File: src/common/bcc_defines.svh
`ifndef BCC_DEFINES_SVH
`define BCC_DEFINES_SVH

// source select encodings
`define BCC_SRC_LSI        2'h0
`define BCC_SRC_XTAL       2'h1
`define BCC_SRC_PLL        2'h2

// pll reference divider and nominal ticks per second
`define BCC_PLL_DIV        128
`define BCC_NOMINAL_HZ     32768

// calibration sign encodings
`define BCC_CAL_PLUS       1'b0
`define BCC_CAL_MINUS      1'b1

// time word field positions
`define BCC_SEC_LSB        0
`define BCC_MIN_LSB        8
`define BCC_HOUR_LSB       16
`define BCC_WEEK_LSB       24

// calendar word field positions
`define BCC_DATE_LSB       0
`define BCC_MONTH_LSB      8
`define BCC_YEAR_LSB       16
`define BCC_CENT_LSB       24

// irq flag layout: alarm per field 7:0, all-alarm 8, rollover 16:9
`define BCC_FIELDS         8
`define BCC_IRQ_ALL        8
`define BCC_IRQ_ROLL_LSB   9
`define BCC_IRQ_W          17

// reset values
`define BCC_RST_TIME       32'h0000_0000
`define BCC_RST_CAL        32'h0000_0000

// bcd limits
`define BCC_SEC_LAST       8'h59
`define BCC_MIN_LAST       8'h59
`define BCC_HOUR_LAST      8'h23
`define BCC_WEEK_LAST      8'h07
`define BCC_WEEK_FIRST     8'h01
`define BCC_DATE_FIRST     8'h01
`define BCC_MONTH_LAST     8'h12
`define BCC_MONTH_FIRST    8'h01
`define BCC_YEAR_LAST      8'h99
`define BCC_ZERO           8'h00

`endif

File: src/common/bcc_pkg.sv
package bcc_pkg;

  typedef logic [7:0] bcc_bcd_t;
  typedef logic [8:0] bcc_step_t;

  typedef enum logic [2:0] {
    BCC_F_SEC   = 3'h0,
    BCC_F_MIN   = 3'h1,
    BCC_F_HOUR  = 3'h2,
    BCC_F_WEEK  = 3'h3,
    BCC_F_DATE  = 3'h4,
    BCC_F_MONTH = 3'h5,
    BCC_F_YEAR  = 3'h6,
    BCC_F_CENT  = 3'h7
  } bcc_field_t;

endpackage

File: src/common/bcc_if.sv
`timescale 1ns/1ps
`default_nettype none

interface bcc_if #(
  parameter int CAL_W = 8
);
  logic [1:0]       src_sel;
  logic [6:0]       prescale;
  logic [7:0]       scale;
  logic             cal_active;
  logic             cal_sign;
  logic [CAL_W-1:0] cal_val;
  logic             cnt_clear;
  logic             cnt_hold;
  logic             src_xtal;
  logic             src_lsi;
  logic             src_pll;
  logic             sec_tick;

  modport core (
    output src_sel, prescale, scale, cal_active, cal_sign, cal_val,
    output cnt_clear, cnt_hold, src_xtal, src_lsi, src_pll,
    input  sec_tick
  );

  modport tick (
    input  src_sel, prescale, scale, cal_active, cal_sign, cal_val,
    input  cnt_clear, cnt_hold, src_xtal, src_lsi, src_pll,
    output sec_tick
  );
endinterface

`default_nettype wire

File: src/hw/bcc_tick.sv
`timescale 1ns/1ps
`default_nettype none
`include "bcc_defines.svh"

module bcc_tick
  import bcc_pkg::*;
#(
  parameter int CAL_W = 8
) (
  input  wire logic clk,
  input  wire logic rst,
  bcc_if.tick       tk
);

  logic [2:0]  src_q_r;
  logic [6:0]  pll_div_r;
  logic        pll_pulse;
  logic        src_pulse;
  logic [7:0]  ps1;
  logic [8:0]  sc1;
  logic [16:0] base;
  logic [16:0] cal17;
  logic [16:0] target;
  logic [16:0] cnt_r;
  logic        sec_r;

  // source levels are sampled at clk; count their rising edges
  always_ff @(posedge clk) begin
    if (rst) begin
      src_q_r <= 3'h0;
    end else begin
      src_q_r <= {tk.src_pll, tk.src_lsi, tk.src_xtal};
    end
  end

  always_ff @(posedge clk) begin
    if (rst || tk.cnt_clear) begin
      pll_div_r <= 7'h00;
    end else if (tk.src_pll && !src_q_r[2]) begin
      pll_div_r <= pll_div_r + 7'h01;
    end
  end

  assign pll_pulse = tk.src_pll && !src_q_r[2] && (pll_div_r == 7'(`BCC_PLL_DIV - 1));

  always_comb begin
    case (tk.src_sel)
      `BCC_SRC_XTAL: src_pulse = tk.src_xtal && !src_q_r[0];
      `BCC_SRC_LSI:  src_pulse = tk.src_lsi && !src_q_r[1];
      `BCC_SRC_PLL:  src_pulse = pll_pulse;
      default:       src_pulse = 1'b0;
    endcase
  end

  assign ps1   = {1'b0, tk.prescale} + 8'h01;
  assign sc1   = {1'b0, tk.scale} + 9'h001;
  assign base  = 17'({9'h000, ps1}) * 17'({8'h00, sc1});
  assign cal17 = 17'({{(17 - CAL_W){1'b0}}, tk.cal_val});

  // minus side clamps at one tick so a bad setting cannot stall the clock
  always_comb begin
    if (!tk.cal_active) begin
      target = base;
    end else if (tk.cal_sign == `BCC_CAL_PLUS) begin
      target = base + cal17;
    end else if (cal17 >= base) begin
      target = 17'h00001;
    end else begin
      target = base - cal17;
    end
  end

  // value is read live at every source pulse, so a mid-second tweak takes effect in the current period
  always_ff @(posedge clk) begin
    if (rst || tk.cnt_clear) begin
      cnt_r <= 17'h00000;
      sec_r <= 1'b0;
    end else begin
      sec_r <= 1'b0;
      if (src_pulse && !tk.cnt_hold) begin
        if (cnt_r >= target - 17'h00001) begin
          cnt_r <= 17'h00000;
          sec_r <= 1'b1;
        end else begin
          cnt_r <= cnt_r + 17'h00001;
        end
      end
    end
  end

  assign tk.sec_tick = sec_r;

endmodule // bcc_tick

`default_nettype wire

File: src/hw/bcc_top.sv
`timescale 1ns/1ps
`default_nettype none
`include "bcc_defines.svh"

// Behaviour
// - seconds come from crystal, internal low speed oscillator, or pll reference over 128.
// - hour, minute, second, century, year, month, week, day all held in bcd.
// - february gets 29 days in leap years with no software help.
// - each of the eight counters flags its own rollover event.
// - any enabled event raises a wake-up toward the low-power controller.
// - enable, reset, prescale, scale, calibration value and sign are control inputs.
// - prescale 0x7f and scale 0xff give one second per 32768 source ticks.
// - halt bit set freezes counting while time and calendar are written; clear resumes.
// - count enable 1 runs the clock; source select 1 picks the crystal.
// - compensation applies only when calibration enable and cycle select are both 1.
// - per-second count is nominal plus value for sign 0, minus for sign 1.
// - day of week runs 1 to 7, monday to sunday.
// - matching enabled alarm fields set raw alarm flags 8:0 and request interrupt when enabled in irq_enable_set.
// - periodic alarm compares only fields chosen by the field enable.
// - all-alarm fires only when all enables set and every field matches.
// - alarm words pack calendar and time as bcd bytes.
// - time word holds week 26:24, hours 21:16, minutes 14:8, seconds 6:0.
// - status shows unmasked occurred events; writing 1 clears the flag.
module bcc_top
  import bcc_pkg::*;
#(
  parameter int CAL_W = 8
) (
  input  wire logic                  clk,
  input  wire logic                  rst,
  input  wire logic                  clock_reset,
  input  wire logic                  count_enable,
  input  wire logic                  halt_update,
  input  wire logic [1:0]            source_select,
  input  wire logic [6:0]            prescale_value,
  input  wire logic [7:0]            scale_value,
  input  wire logic                  calibration_sign,
  input  wire logic [CAL_W-1:0]      calibration_value,
  input  wire logic                  calibration_enable,
  input  wire logic                  cycle_select,
  input  wire logic                  xtal_clk,
  input  wire logic                  internal_low_speed_osc,
  input  wire logic                  pll_ref_clk,
  input  wire logic                  time_wr,
  input  wire logic [31:0]           time_wdata,
  input  wire logic                  cal_wr,
  input  wire logic [31:0]           cal_wdata,
  input  wire logic [31:0]           alarm_time,
  input  wire logic [31:0]           alarm_calendar,
  input  wire logic [7:0]            alarm_field_enable,
  input  wire logic [`BCC_IRQ_W-1:0] irq_enable_set,
  input  wire logic [`BCC_IRQ_W-1:0] irq_clear,
  output logic      [31:0]           time_value,
  output logic      [31:0]           calendar_value,
  output logic      [`BCC_IRQ_W-1:0] raw_irq_flags,
  output logic      [`BCC_IRQ_W-1:0] irq_status,
  output logic                       irq_req,
  output logic                       wake_up,
  output logic                       second_tick
);

  bcc_if #(.CAL_W(CAL_W)) tif ();

  logic [6:0]  sec_r;
  logic [6:0]  min_r;
  logic [5:0]  hour_r;
  logic [2:0]  week_r;
  logic [5:0]  date_r;
  logic [4:0]  month_r;
  logic [7:0]  year_r;
  logic [7:0]  cent_r;

  logic        advance;
  bcc_step_t   st_sec;
  bcc_step_t   st_min;
  bcc_step_t   st_hour;
  bcc_step_t   st_week;
  bcc_step_t   st_date;
  bcc_step_t   st_month;
  bcc_step_t   st_year;
  bcc_step_t   st_cent;
  bcc_bcd_t    date_last;
  logic [7:0]  roll_ev;

  bcc_bcd_t    cur_f [`BCC_FIELDS];
  bcc_bcd_t    alm_f [`BCC_FIELDS];
  logic [7:0]  field_eq;
  logic [7:0]  match;
  logic [7:0]  match_q_r;
  logic [7:0]  alm_ev;
  logic        all_match;
  logic        all_q_r;
  logic        all_ev;

  logic [`BCC_IRQ_W-1:0] events;
  logic [`BCC_IRQ_W-1:0] raw_r;
  logic [`BCC_IRQ_W-1:0] raw_nxt;
  logic [`BCC_IRQ_W-1:0] status_r;
  logic                  irq_r;
  logic                  wake_r;
  logic                  tick_r;

  // one bcd step: returns {wrap, next}; values at or past the limit wrap too
  function automatic bcc_step_t bcd_step(input bcc_bcd_t v, input bcc_bcd_t last, input bcc_bcd_t first);
    if (v >= last) begin
      bcd_step = {1'b1, first};
    end else if (v[3:0] == 4'h9) begin
      bcd_step = {1'b0, 4'(v[7:4] + 4'h1), 4'h0};
    end else begin
      bcd_step = {1'b0, v[7:4], 4'(v[3:0] + 4'h1)};
    end
  endfunction

  // bcd byte divisible by four: ten is two mod four
  function automatic logic bcd_div4(input bcc_bcd_t b);
    logic [4:0] s;
    s = {b[7:4], 1'b0} + {1'b0, b[3:0]};
    bcd_div4 = (s[1:0] == 2'h0);
  endfunction

  function automatic bcc_bcd_t month_days(input bcc_bcd_t m, input bcc_bcd_t y, input bcc_bcd_t c);
    logic leap;
    leap = bcd_div4(y) && ((y != `BCC_ZERO) || bcd_div4(c));
    case (m)
      8'h02:   month_days = leap ? 8'h29 : 8'h28;
      8'h04,
      8'h06,
      8'h09,
      8'h11:   month_days = 8'h30;
      default: month_days = 8'h31;
    endcase
  endfunction

  // configuration toward the second prescaler
  assign tif.src_sel    = source_select;
  assign tif.prescale   = prescale_value;
  assign tif.scale      = scale_value;
  assign tif.cal_active = calibration_enable && cycle_select;
  assign tif.cal_sign   = calibration_sign;
  assign tif.cal_val    = calibration_value;
  assign tif.cnt_clear  = clock_reset || !count_enable;
  assign tif.cnt_hold   = halt_update;
  assign tif.src_xtal   = xtal_clk;
  assign tif.src_lsi    = internal_low_speed_osc;
  assign tif.src_pll    = pll_ref_clk;

  bcc_tick #(
    .CAL_W (CAL_W)
  ) u_tick (
    .clk (clk),
    .rst (rst),
    .tk  (tif.tick)
  );

  // writes land even without halt, but halt keeps a tick from racing them
  assign advance = tif.sec_tick && count_enable && !halt_update && !clock_reset && !time_wr;

  assign date_last = month_days({3'h0, month_r}, year_r, cent_r);
  assign st_sec    = bcd_step({1'b0, sec_r}, `BCC_SEC_LAST, `BCC_ZERO);
  assign st_min    = bcd_step({1'b0, min_r}, `BCC_MIN_LAST, `BCC_ZERO);
  assign st_hour   = bcd_step({2'h0, hour_r}, `BCC_HOUR_LAST, `BCC_ZERO);
  assign st_week   = bcd_step({5'h00, week_r}, `BCC_WEEK_LAST, `BCC_WEEK_FIRST);
  assign st_date   = bcd_step({2'h0, date_r}, date_last, `BCC_DATE_FIRST);
  assign st_month  = bcd_step({3'h0, month_r}, `BCC_MONTH_LAST, `BCC_MONTH_FIRST);
  assign st_year   = bcd_step(year_r, `BCC_YEAR_LAST, `BCC_ZERO);
  assign st_cent   = bcd_step(cent_r, `BCC_YEAR_LAST, `BCC_ZERO);

  assign roll_ev[BCC_F_SEC]   = advance && st_sec[8];
  assign roll_ev[BCC_F_MIN]   = roll_ev[BCC_F_SEC] && st_min[8];
  assign roll_ev[BCC_F_HOUR]  = roll_ev[BCC_F_MIN] && st_hour[8];
  assign roll_ev[BCC_F_WEEK]  = roll_ev[BCC_F_HOUR] && st_week[8];
  assign roll_ev[BCC_F_DATE]  = roll_ev[BCC_F_HOUR] && st_date[8];
  assign roll_ev[BCC_F_MONTH] = roll_ev[BCC_F_DATE] && st_month[8];
  assign roll_ev[BCC_F_YEAR]  = roll_ev[BCC_F_MONTH] && st_year[8];
  assign roll_ev[BCC_F_CENT]  = roll_ev[BCC_F_YEAR] && st_cent[8];

  // time word
  always_ff @(posedge clk) begin
    if (rst || clock_reset) begin
      sec_r  <= 7'h00;
      min_r  <= 7'h00;
      hour_r <= 6'h00;
      week_r <= 3'h0;
    end else if (time_wr) begin
      sec_r  <= time_wdata[`BCC_SEC_LSB +: 7];
      min_r  <= time_wdata[`BCC_MIN_LSB +: 7];
      hour_r <= time_wdata[`BCC_HOUR_LSB +: 6];
      week_r <= time_wdata[`BCC_WEEK_LSB +: 3];
    end else begin
      if (advance) begin
        sec_r <= st_sec[6:0];
      end
      if (roll_ev[BCC_F_SEC]) begin
        min_r <= st_min[6:0];
      end
      if (roll_ev[BCC_F_MIN]) begin
        hour_r <= st_hour[5:0];
      end
      if (roll_ev[BCC_F_HOUR]) begin
        week_r <= st_week[2:0];
      end
    end
  end

  // calendar word
  always_ff @(posedge clk) begin
    if (rst || clock_reset) begin
      date_r  <= 6'h00;
      month_r <= 5'h00;
      year_r  <= 8'h00;
      cent_r  <= 8'h00;
    end else if (cal_wr) begin
      date_r  <= cal_wdata[`BCC_DATE_LSB +: 6];
      month_r <= cal_wdata[`BCC_MONTH_LSB +: 5];
      year_r  <= cal_wdata[`BCC_YEAR_LSB +: 8];
      cent_r  <= cal_wdata[`BCC_CENT_LSB +: 8];
    end else begin
      if (roll_ev[BCC_F_HOUR]) begin
        date_r <= st_date[5:0];
      end
      if (roll_ev[BCC_F_DATE]) begin
        month_r <= st_month[4:0];
      end
      if (roll_ev[BCC_F_MONTH]) begin
        year_r <= st_year[7:0];
      end
      if (roll_ev[BCC_F_YEAR]) begin
        cent_r <= st_cent[7:0];
      end
    end
  end

  // current and alarm fields as bcd bytes, same order as the enable bits
  assign cur_f[BCC_F_SEC]   = {1'b0, sec_r};
  assign cur_f[BCC_F_MIN]   = {1'b0, min_r};
  assign cur_f[BCC_F_HOUR]  = {2'h0, hour_r};
  assign cur_f[BCC_F_WEEK]  = {5'h00, week_r};
  assign cur_f[BCC_F_DATE]  = {2'h0, date_r};
  assign cur_f[BCC_F_MONTH] = {3'h0, month_r};
  assign cur_f[BCC_F_YEAR]  = year_r;
  assign cur_f[BCC_F_CENT]  = cent_r;

  assign alm_f[BCC_F_SEC]   = {1'b0, alarm_time[`BCC_SEC_LSB +: 7]};
  assign alm_f[BCC_F_MIN]   = {1'b0, alarm_time[`BCC_MIN_LSB +: 7]};
  assign alm_f[BCC_F_HOUR]  = {2'h0, alarm_time[`BCC_HOUR_LSB +: 6]};
  assign alm_f[BCC_F_WEEK]  = {5'h00, alarm_time[`BCC_WEEK_LSB +: 3]};
  assign alm_f[BCC_F_DATE]  = {2'h0, alarm_calendar[`BCC_DATE_LSB +: 6]};
  assign alm_f[BCC_F_MONTH] = {3'h0, alarm_calendar[`BCC_MONTH_LSB +: 5]};
  assign alm_f[BCC_F_YEAR]  = alarm_calendar[`BCC_YEAR_LSB +: 8];
  assign alm_f[BCC_F_CENT]  = alarm_calendar[`BCC_CENT_LSB +: 8];

  // edge of the match so a minute alarm fires once at its :00, not every cycle
  for (genvar i = 0; i < `BCC_FIELDS; i++) begin : g_alarm
    assign field_eq[i] = (cur_f[i] == alm_f[i]);
    assign match[i]    = alarm_field_enable[i] && field_eq[i];
    assign alm_ev[i]   = match[i] && !match_q_r[i];
  end

  assign all_match = (&alarm_field_enable) && (&field_eq);
  assign all_ev    = all_match && !all_q_r;

  always_ff @(posedge clk) begin
    if (rst) begin
      match_q_r <= 8'h00;
      all_q_r   <= 1'b0;
    end else begin
      match_q_r <= match;
      all_q_r   <= all_match;
    end
  end

  assign events = {roll_ev, all_ev, alm_ev};

  // a new event in the clearing cycle survives the clear
  assign raw_nxt = (raw_r & ~irq_clear) | events;

  always_ff @(posedge clk) begin
    if (rst) begin
      raw_r    <= `BCC_IRQ_W'(0);
      status_r <= `BCC_IRQ_W'(0);
      irq_r    <= 1'b0;
      wake_r   <= 1'b0;
      tick_r   <= 1'b0;
    end else begin
      raw_r    <= raw_nxt;
      status_r <= raw_nxt & irq_enable_set;
      irq_r    <= |(raw_nxt & irq_enable_set);
      wake_r   <= |(events & irq_enable_set);
      tick_r   <= advance;
    end
  end

  assign time_value = {5'h00, week_r, 2'h0, hour_r, 1'b0, min_r, 1'b0, sec_r};
  assign calendar_value = {cent_r, year_r, 3'h0, month_r, 2'h0, date_r};
  assign raw_irq_flags  = raw_r;
  assign irq_status     = status_r;
  assign irq_req        = irq_r;
  assign wake_up        = wake_r;
  assign second_tick    = tick_r;

endmodule // bcc_top

`default_nettype wire

File: config.mk
export PLATFORM = sky130hd
export DESIGN_NAME = bcc_top
export DESIGN_NICKNAME = d
export VERILOG_FILES = /design/src/common/bcc_pkg.sv /design/src/common/bcc_if.sv /design/src/hw/bcc_tick.sv /design/src/hw/bcc_top.sv
export VERILOG_INCLUDE_DIRS = /design/src /design/src/common
export SDC_FILE = /design/constraint.sdc
export NUM_CORES = 1
export LEC_CHECK = 0
export BUFFER_PORTS_ARGS = -buffer_cell sky130_fd_sc_hd__buf_2
export CORE_ASPECT_RATIO = 0.6
export CORE_MARGIN = 2
export CORE_UTILIZATION = 40
export CTS_BUF_LIST = sky130_fd_sc_hd__clkbuf_4 sky130_fd_sc_hd__clkbuf_8 sky130_fd_sc_hd__clkbuf_16
export DETAILED_ROUTE_END_ITERATION = 8
export PLACE_DENSITY = 0.65
export RECOVER_POWER = 25
export SYNTH_ARGS = -nofsm -noshare
export SYNTH_HDL_FRONTEND = slang
export SYNTH_HIERARCHICAL = 1
export SYNTH_SLANG_ARGS = --single-unit
export TNS_END_PERCENT = 100
File: constraint.sdc
create_clock -name clk -period 15.7 [get_ports clk]
set_input_delay 0.785 -clock clk [delete_from_list [all_inputs] [get_ports clk]]
set_output_delay 0.785 -clock clk [all_outputs]
set_load 0.01 [all_outputs]
==> summary.md, run 1 <==
| Metric | Value |
|---|---|
| Pin count of the biggest net entering global routing | `46` |
| Shortest period the worst path allows | `11030 ps` |
| Layout overhead on the synthesized area | `18.1%` |
| Die Width | `227 um` |
| Overflow left after global routing | `0` |
| Iteration count of the initial detailed-routing pass | `7` |
| Total leakage power | `6.07 nW` |
| Most used flip-flop cell after synthesis | `dfxtp_1` |
| Adder and majority cell fraction of the synthesized area | `0.178` |
| Count of state elements after synthesis | `124` |
| Failing checks | `capacitance limit, slew limit` |
| Maximum vdd ir drop | `123 uV` |
| Slew HR | `-0.250` |
| Die height | `138 um` |
| Warning count from the yosys run | `6` |
| Post-synthesis instance total | `1511` |
| I/O pin count | `309` |
| CTS tree | `yes` |
| Power, Total | `2.02 mW` |
| Number of DRC violations after detailed routing | `0` |
| Number of global-route vias before repair | `10600` |
| Multiplexer area fraction after synthesis | `0.0112` |
| Count of maximum capacitance violations | `1` |
| Starting Density | `0.411` |
| Number of clock buffers inserted by TritonCTS | `17` |
| H-tree level count | `4` |
| Clock latency at the later pin of the worst-skew pair | `430 ps` |
| Share of synthesized cell area in and, or, nand and nor gates | `0.251` |
| TritonCTS sink count | `124` |
| Final Cycle Share | `0.702` |
| Fraction of layout instances using a drive strength above 1 | `0.184` |
| Kind of critical path | `in -> reg` |
| Least setup slack across all paths after layout | `4670 ps` |
| Maximum clock insertion buffer count | `2` |
| Number of standard cells in the final layout excluding fillers | `2162` |
| Number of setup violations in the final report | `0` |
| Share of the synthesized netlist area taken by xor and xnor gates | `0.0925` |
| CP Capture Type | `flip-flop` |
| Data required time of the worst path | `16040 ps` |
| Fin. max-slew vios | `39` |
| Area of the die | `0.0312 sq mm` |
| Sequential share of the synthesized area | `0.208` |
| Final total negative setup slack | `0 ps` |
| Antenna Nets Post-Route | `0` |
| Pwr/cell area | `144 mW/mm^2` |
| Pre-CTS setup slack | `4530 ps` |
| Final design utilization | `0.485` |
| CP peak stage delay | `790 ps` |
| Critical path's most frequent cell | `ha_1` |
| Max stage delay cell, worst path | `xor2_1` |
| Startpoint type of the worst setup path | `primary input` |
| Cts repair resizes | `0` |
| Main combinational cell family by area after synthesis | `simple AND/OR/NAND/NOR gates` |
| Overall routed net length | `37800 um` |
| Placed instance count | `2127` |
| Overall routing resource usage | `0.235` |
| Kind of path behind the tightest hold check | `reg -> reg` |
| Setup repair after global routing missed its margin | `no` |
| Post-synth EDFFs | `0` |
| Wire per inst | `17.5 um` |
| Core Area | `0.0290 sq mm` |
| Slew of the pin with the lowest slew margin | `1880 ps` |
| Netlist cell types | `100` |
| Run status | `finished with violations` |
| Clock Skews | `13.0 ps` |
| Async S/R FF share, synth | `0` |
| Peak clock frequency supported by timing | `0.0907 GHz` |
| Global-route wire length before repair | `57800 um` |
| Count of port buffers added during placement | `266` |
| Clock-pin slew on the worst setup and hold paths | `60 ps` |
| Total Nets Final | `2097` |
| Post-synthesis instance area | `0.0119 sq mm` |
| Final Hold Fails | `0` |
| Root Driver | `clkbuf_16` |
| WP data arrival | `11370 ps` |
| CP max FO | `17` |
| Via density | `5.47` |
| Placer's final routability congestion estimate | `0.891` |
| Placement Rows | `48` |
| Hold buffer count at CTS | `0` |
| Total number of vias | `11800` |
| Number of inserted filler cells in the final layout | `2877` |
| Buffer count from post-CTS setup fixing | `0` |
| First-iteration detailed-routing DRC count | `1159` |
| Half-perimeter wire length after placement | `30600 um` |
| Synth Area per Inst | `7.88 sq um` |
| Compound-gate portion of the synthesized area | `0.195` |
| Antenna violations before repair | `2` |
-- metrics by stage --
| stage | hold WS [ps] | area (sq um) |
|---|---|---|
| finish | 514 | 14100 |
| global route | 552 | 14100 |
| CTS | 507 | 14100 |
| detailed placement | 497 | 13500 |
| global placement | 494 | 13500 |
| floorplan | 479 | 12000 |
-- layout by cell type (no fill, tap or decap), drive strengths merged, types with 11 or more instances in the layout --
cell and instances:
and2 21, nand3b 18, nand4 19, dfxtp 124, nor2b 29, nand2b 30
fa 44, a21oi 84, and3 15, nor4 13, xor2 42, conb 14
o21ai 66, ha 99, inv 117, nor3 64, buf 232, o211ai 16
nand3 44, a31oi 12, nand2 91, or2 23, a211oi 27, xnor2 83
nor2 196, clkbuf 56, a221oi 11
-- cell usage after synthesis (8+ instances only) --
cell        n  area share
buf_4      15      0.0095
nor2b_1    29       0.015
and2_1     21       0.011
a21oi_1    81       0.034
mux2i_1    10      0.0084
ha_1       99        0.10
fa_1       44       0.074
nor2_1    195       0.061
clkbuf_1   42       0.013
a22oi_1    10      0.0063
o21a_1     10      0.0063
nor3_1     61       0.026
nand3_1    44       0.018
xnor2_1    82       0.060
nand2_1    91       0.029
xor2_1     42       0.031
a31oi_1    11      0.0058
nand2b_1   30       0.016
nor4_1     11      0.0058
dfxtp_1   124        0.21
a211oi_1   23       0.014
or2_2      22       0.012
o211ai_1   15      0.0095
inv_1     114       0.036
a21o_1      8      0.0050
o22ai_1     8      0.0042
nand3b_1   18       0.011
o21ai_0    60       0.025
and3_1     14      0.0074
nand4_1    19       0.010
a221oi_1   10      0.0074
-- report_power, final --
group          internal (mW)  leakage [nW]  switching, mW
Clock                  0.254         0.285          0.155
Combinational          0.505          4.78          0.780
Sequential             0.320          1.00         0.0107
Total                   1.08          6.07          0.946
-- registers in the layout, summed over array words and instances, names as in the netlist, 8 cells and up --
| name | flops |
|---|---|
| raw_irq_flags | 17 |
| irq_status | 17 |
| u_tick/cnt_r | 17 |
| match_q_r | 8 |
| cent_r | 8 |
| year_r | 8 |
-- per-layer routing --
metal,track usage,wire length (um),vias to the layer above
li1,-,-,5756
met1,0.365,18900,5601
met2,0.319,15000,436
met3,0.0572,3250,38
met4,0.0504,556,0
met5,0,0,-
-- final timing paths --
check | startpoint | endpoint | slack [ps] | depth (start not counted)
hold / removal | raw_irq_flags[4]$_SDFF_PP0_ | raw_irq_flags[4]$_SDFF_PP0_ | 510 | 2
hold reg to reg | raw_irq_flags[4]$_SDFF_PP0_ | raw_irq_flags[4]$_SDFF_PP0_ | 510 | 2
setup reg to reg | month_r[0]$_SDFFE_PP0P_ | cent_r[0]$_SDFFE_PP0P_ | 11700 | 12
setup / recovery | prescale_value[0] | u_tick/cnt_r[15]$_SDFFE_PP0P_ | 4670 | 40
-- worst max-delay path, delay by kind of cell --
family | cells | cell delay, ps
AOI/OAI and AO/OA | 10 | 2380
xor gates and xnor gates | 3 | 1390
and+or+nand+nor | 14 | 2800
adders and majority gates | 9 | 3480
buffers and inverters | 4 | 530
-- cells by family (layout without fill, tap and decap cells) --
family / Yosys count / after routing
flip-flops: 124 / 124
AO/OA/AOI/OAI: 331 / 331
adder cells (fa/ha/maj): 143 / 143
XOR/XNOR: 125 / 125
other: 1 / 17
buffers and inverters: 183 / 418
multiplexers: 13 / 13
AND/OR/NAND/NOR: 591 / 591
-- final cells by class --
type | count | area, sq um | area share
Antenna cell | 3 | 7.51 | 0.000534
Clock buffer | 18 | 439 | 0.0312
Clock inverter | 14 | 169 | 0.0120
Inverter | 116 | 435 | 0.0309
Multi-Input combinational cell | 1217 | 8720 | 0.620
Sequential cell | 124 | 2480 | 0.176
Tap cell | 400 | 500 | 0.0356
Timing Repair Buffer | 270 | 1310 | 0.0934
No activity file was read; power rests on OpenSTA's default activity.
==> run 2: changes to the inputs <==
PLACE_DENSITY = 0.68   (was 0.65)
clock period = 9.3 ns   (was 15.7 ns; I/O delays follow)
==> run 2 against run 1 <==
The run still ends with capacitance limit, slew limit left. Total power increased by 87%. Core utilization increased by 2.2 points. Critical path depth increased by 2. Critical path type unchanged. Routed wire length increased by 2.8%. Global-route usage increased by 0.52 points. Worst hold slack got worse by 250 ps. Register-to-register slack got worse by 6700 ps.
==> summary.md, run 2 (synthesis results as in run 1) <==
| Metric | Value |
|---|---|
| Final Hold Fails | `0 (unchanged)` |
| Wire per inst | `17.3 um (-0.81%)` |
| Count of port buffers added during placement | `266 (unchanged)` |
| Number of clock buffers inserted by TritonCTS | `17 (unchanged)` |
| Fraction of layout instances using a drive strength above 1 | `0.224 (+0.0398)` |
| Overall routing resource usage | `0.240 (+0.00515)` |
| Hold worst-path end | `irq_status[6]$_SDFF_PP0_` |
| CTS tree | `yes` |
| I/O pin count | `309 (unchanged)` |
| Slew HR | `-0.212 (+0.0380)` |
| Hold buffer count at CTS | `0 (unchanged)` |
| Die Width | `227 um (unchanged)` |
| Global-route wire length before repair | `58900 um (+1.9%)` |
| Max stage delay cell, worst path | `fa_1` |
| Pre-CTS setup slack | `-33.4 ps (-4560 ps)` |
| Total leakage power | `6.46 nW (+6.4%)` |
| Iteration count of the initial detailed-routing pass | `5 (-2)` |
| Pin count of the biggest net entering global routing | `46 (unchanged)` |
| Commonest cells after routing, fill and taps aside | `226 x buf_2, 194 x nor2_1, 124 x dfxtp_1` |
| Via density | `5.48 (about the same)` |
| Root Driver | `clkbuf_16` |
| Peak clock frequency supported by timing | `0.112 GHz` |
| Overflow left after global routing | `0 (unchanged)` |
| Number of cells on the worst hold path | `2 (unchanged)` |
| CP max FO | `11 (-6)` |
| Number of DRC violations after detailed routing | `0 (unchanged)` |
| Area of the die | `0.0312 sq mm (unchanged)` |
| Leading cell type in the layout, fill and taps excluded | `buf_2` |
| Count of maximum capacitance violations | `1 (unchanged)` |
| Placer's final routability congestion estimate | `0.924 (+3.7%)` |
| Placement Rows | `48 (unchanged)` |
| Total number of vias | `12300 (+3.7%)` |
| CP peak stage delay | `530 ps (-260 ps)` |
| Internal reg-to-reg setup slack | `5030 ps (-6670 ps)` |
| Startpoint of the lowest-slack hold path | `irq_enable_set[6]` |
| Worst-case reg-to-reg path depth | `12 (unchanged)` |
| Fin. max-slew vios | `39 (unchanged)` |
| CP Capture Type | `flip-flop` |
| Antenna violations before repair | `3 (+1)` |
| Slew of the pin with the lowest slew margin | `1820 ps (-56.9 ps)` |
| Core Area | `0.0290 sq mm (unchanged)` |
| Layout overhead on the synthesized area | `23.5%` |
| Startpoint type of the worst setup path | `primary input` |
| Die height | `138 um (unchanged)` |
| Reg-to-reg critical path endpoint | `cent_r[0]$_SDFFE_PP0P_` |
| Starting Density | `0.411 (unchanged)` |
| Pwr/cell area | `257 mW/mm^2 (+79%)` |
| Maximum clock insertion buffer count | `2 (unchanged)` |
| Critical path's most frequent cell | `buf_4` |
| Total Nets Final | `2177 (+3.8%)` |
| Power, Total | `3.78 mW (+87%)` |
| Kind of critical path | `in -> reg` |
| Startpoint of the worst-slack reg-to-reg timing path | `month_r[1]$_SDFFE_PP0P_` |
| Final Cycle Share | `0.958` |
| Least setup slack across all paths after layout | `387 ps (-4290 ps)` |
| Half-perimeter wire length after placement | `31300 um (+2.5%)` |
| Run status | `finished with violations` |
| Data required time of the worst path | `9640 ps (-6400 ps)` |
| WP data arrival | `9250 ps (-2120 ps)` |
| Kind of path behind the tightest hold check | `in -> reg` |
| First-iteration detailed-routing DRC count | `1222 (+5.4%)` |
| Clock-pin slew on the worst setup and hold paths | `60 ps (about the same)` |
| TritonCTS sink count | `124 (unchanged)` |
| Antenna Nets Post-Route | `0 (unchanged)` |
| H-tree level count | `4 (unchanged)` |
| Overall routed net length | `38900 um (+2.8%)` |
| Shortest period the worst path allows | `8910 ps` |
| Number of setup violations in the final report | `0 (unchanged)` |
| Failing checks | `capacitance limit, slew limit` |
| Clock latency at the later pin of the worst-skew pair | `430 ps (about the same)` |
| Maximum vdd ir drop | `217 uV (+77%)` |
| Clock Skews | `6.62 ps (-6.35 ps)` |
| Number of global-route vias before repair | `10900 (+3.4%)` |
[run 2: metrics by stage]
step | instances | hold WS, ps | util | TNS, ps | instance area [sq um]
finish | 2241 | 264 | 0.507 | 0 | 14700
CTS | 2238 | 248 | 0.506 | 0 | 14700
global placement | 2206 | 488 | 0.486 | 0 | 14100
floorplan | 1524 | 479 | - | 0 | 12000
global route | 2240 | 253 | 0.507 | -41.3 | 14700
detailed placement | 2206 | 493 | 0.486 | -105 | 14100
[run 2: power by group]
part           switching [mW]  total [mW]  internal [mW]
sequential             0.0177       0.558          0.540
clock                   0.251       0.672          0.420
combinational            1.41        2.55           1.14
[run 2: routing by layer]
metal | vias up | share of wire | track usage
met4 | 2 | 0.0097 | 0.0435
met3 | 33 | 0.092 | 0.0601
met1 | 5820 | 0.49 | 0.369
met2 | 504 | 0.41 | 0.333
li1 | 5914 | - | -
met5 | - | 0.00031 | 0
[run 2: what timing repair did]
item                       in CTS  in global routing
setup endpoints to repair       0                 18
resized for setup               0                 13
setup buffers                   0                  1
[run 2: critical path: cells and delay by family]
family,cells,cell delay [ps]
AO/OA/AOI/OAI,8,1440
AND/OR/NAND/NOR,12,2060
buffers and inverters,10,1370
adder cells (fa/ha/maj),9,3430
XOR/XNOR,3,480
[run 2: area by class of cell]
class,instances,area [sq um]
fillers,2855,14300
well taps,400,500
clock inverters,10,115
multi-input cells,1217,8780
diodes,2,5.00
inverters,116,435
clock buffers,22,482
flip-flops and latches,124,2480
repair buffers,350,1910
[run 2: worst max-delay path by stage]
stage | start | endpoint | slack [ps]
2_1_floorplan | prescale_value[0] | u_tick/cnt_r[11]$_SDFFE_PP0P_ | 240
3_3_place_gp | prescale_value[0] | u_tick/cnt_r[3]$_SDFFE_PP0P_ | 140
5_1_grt | prescale_value[0] | u_tick/cnt_r[6]$_SDFFE_PP0P_ | -30
6_report | prescale_value[0] | u_tick/cnt_r[3]$_SDFFE_PP0P_ | 390
3_5_place_dp | scale_value[0] | u_tick/cnt_r[3]$_SDFFE_PP0P_ | -30
4_1_cts | scale_value[0] | u_tick/cnt_r[3]$_SDFFE_PP0P_ | 350
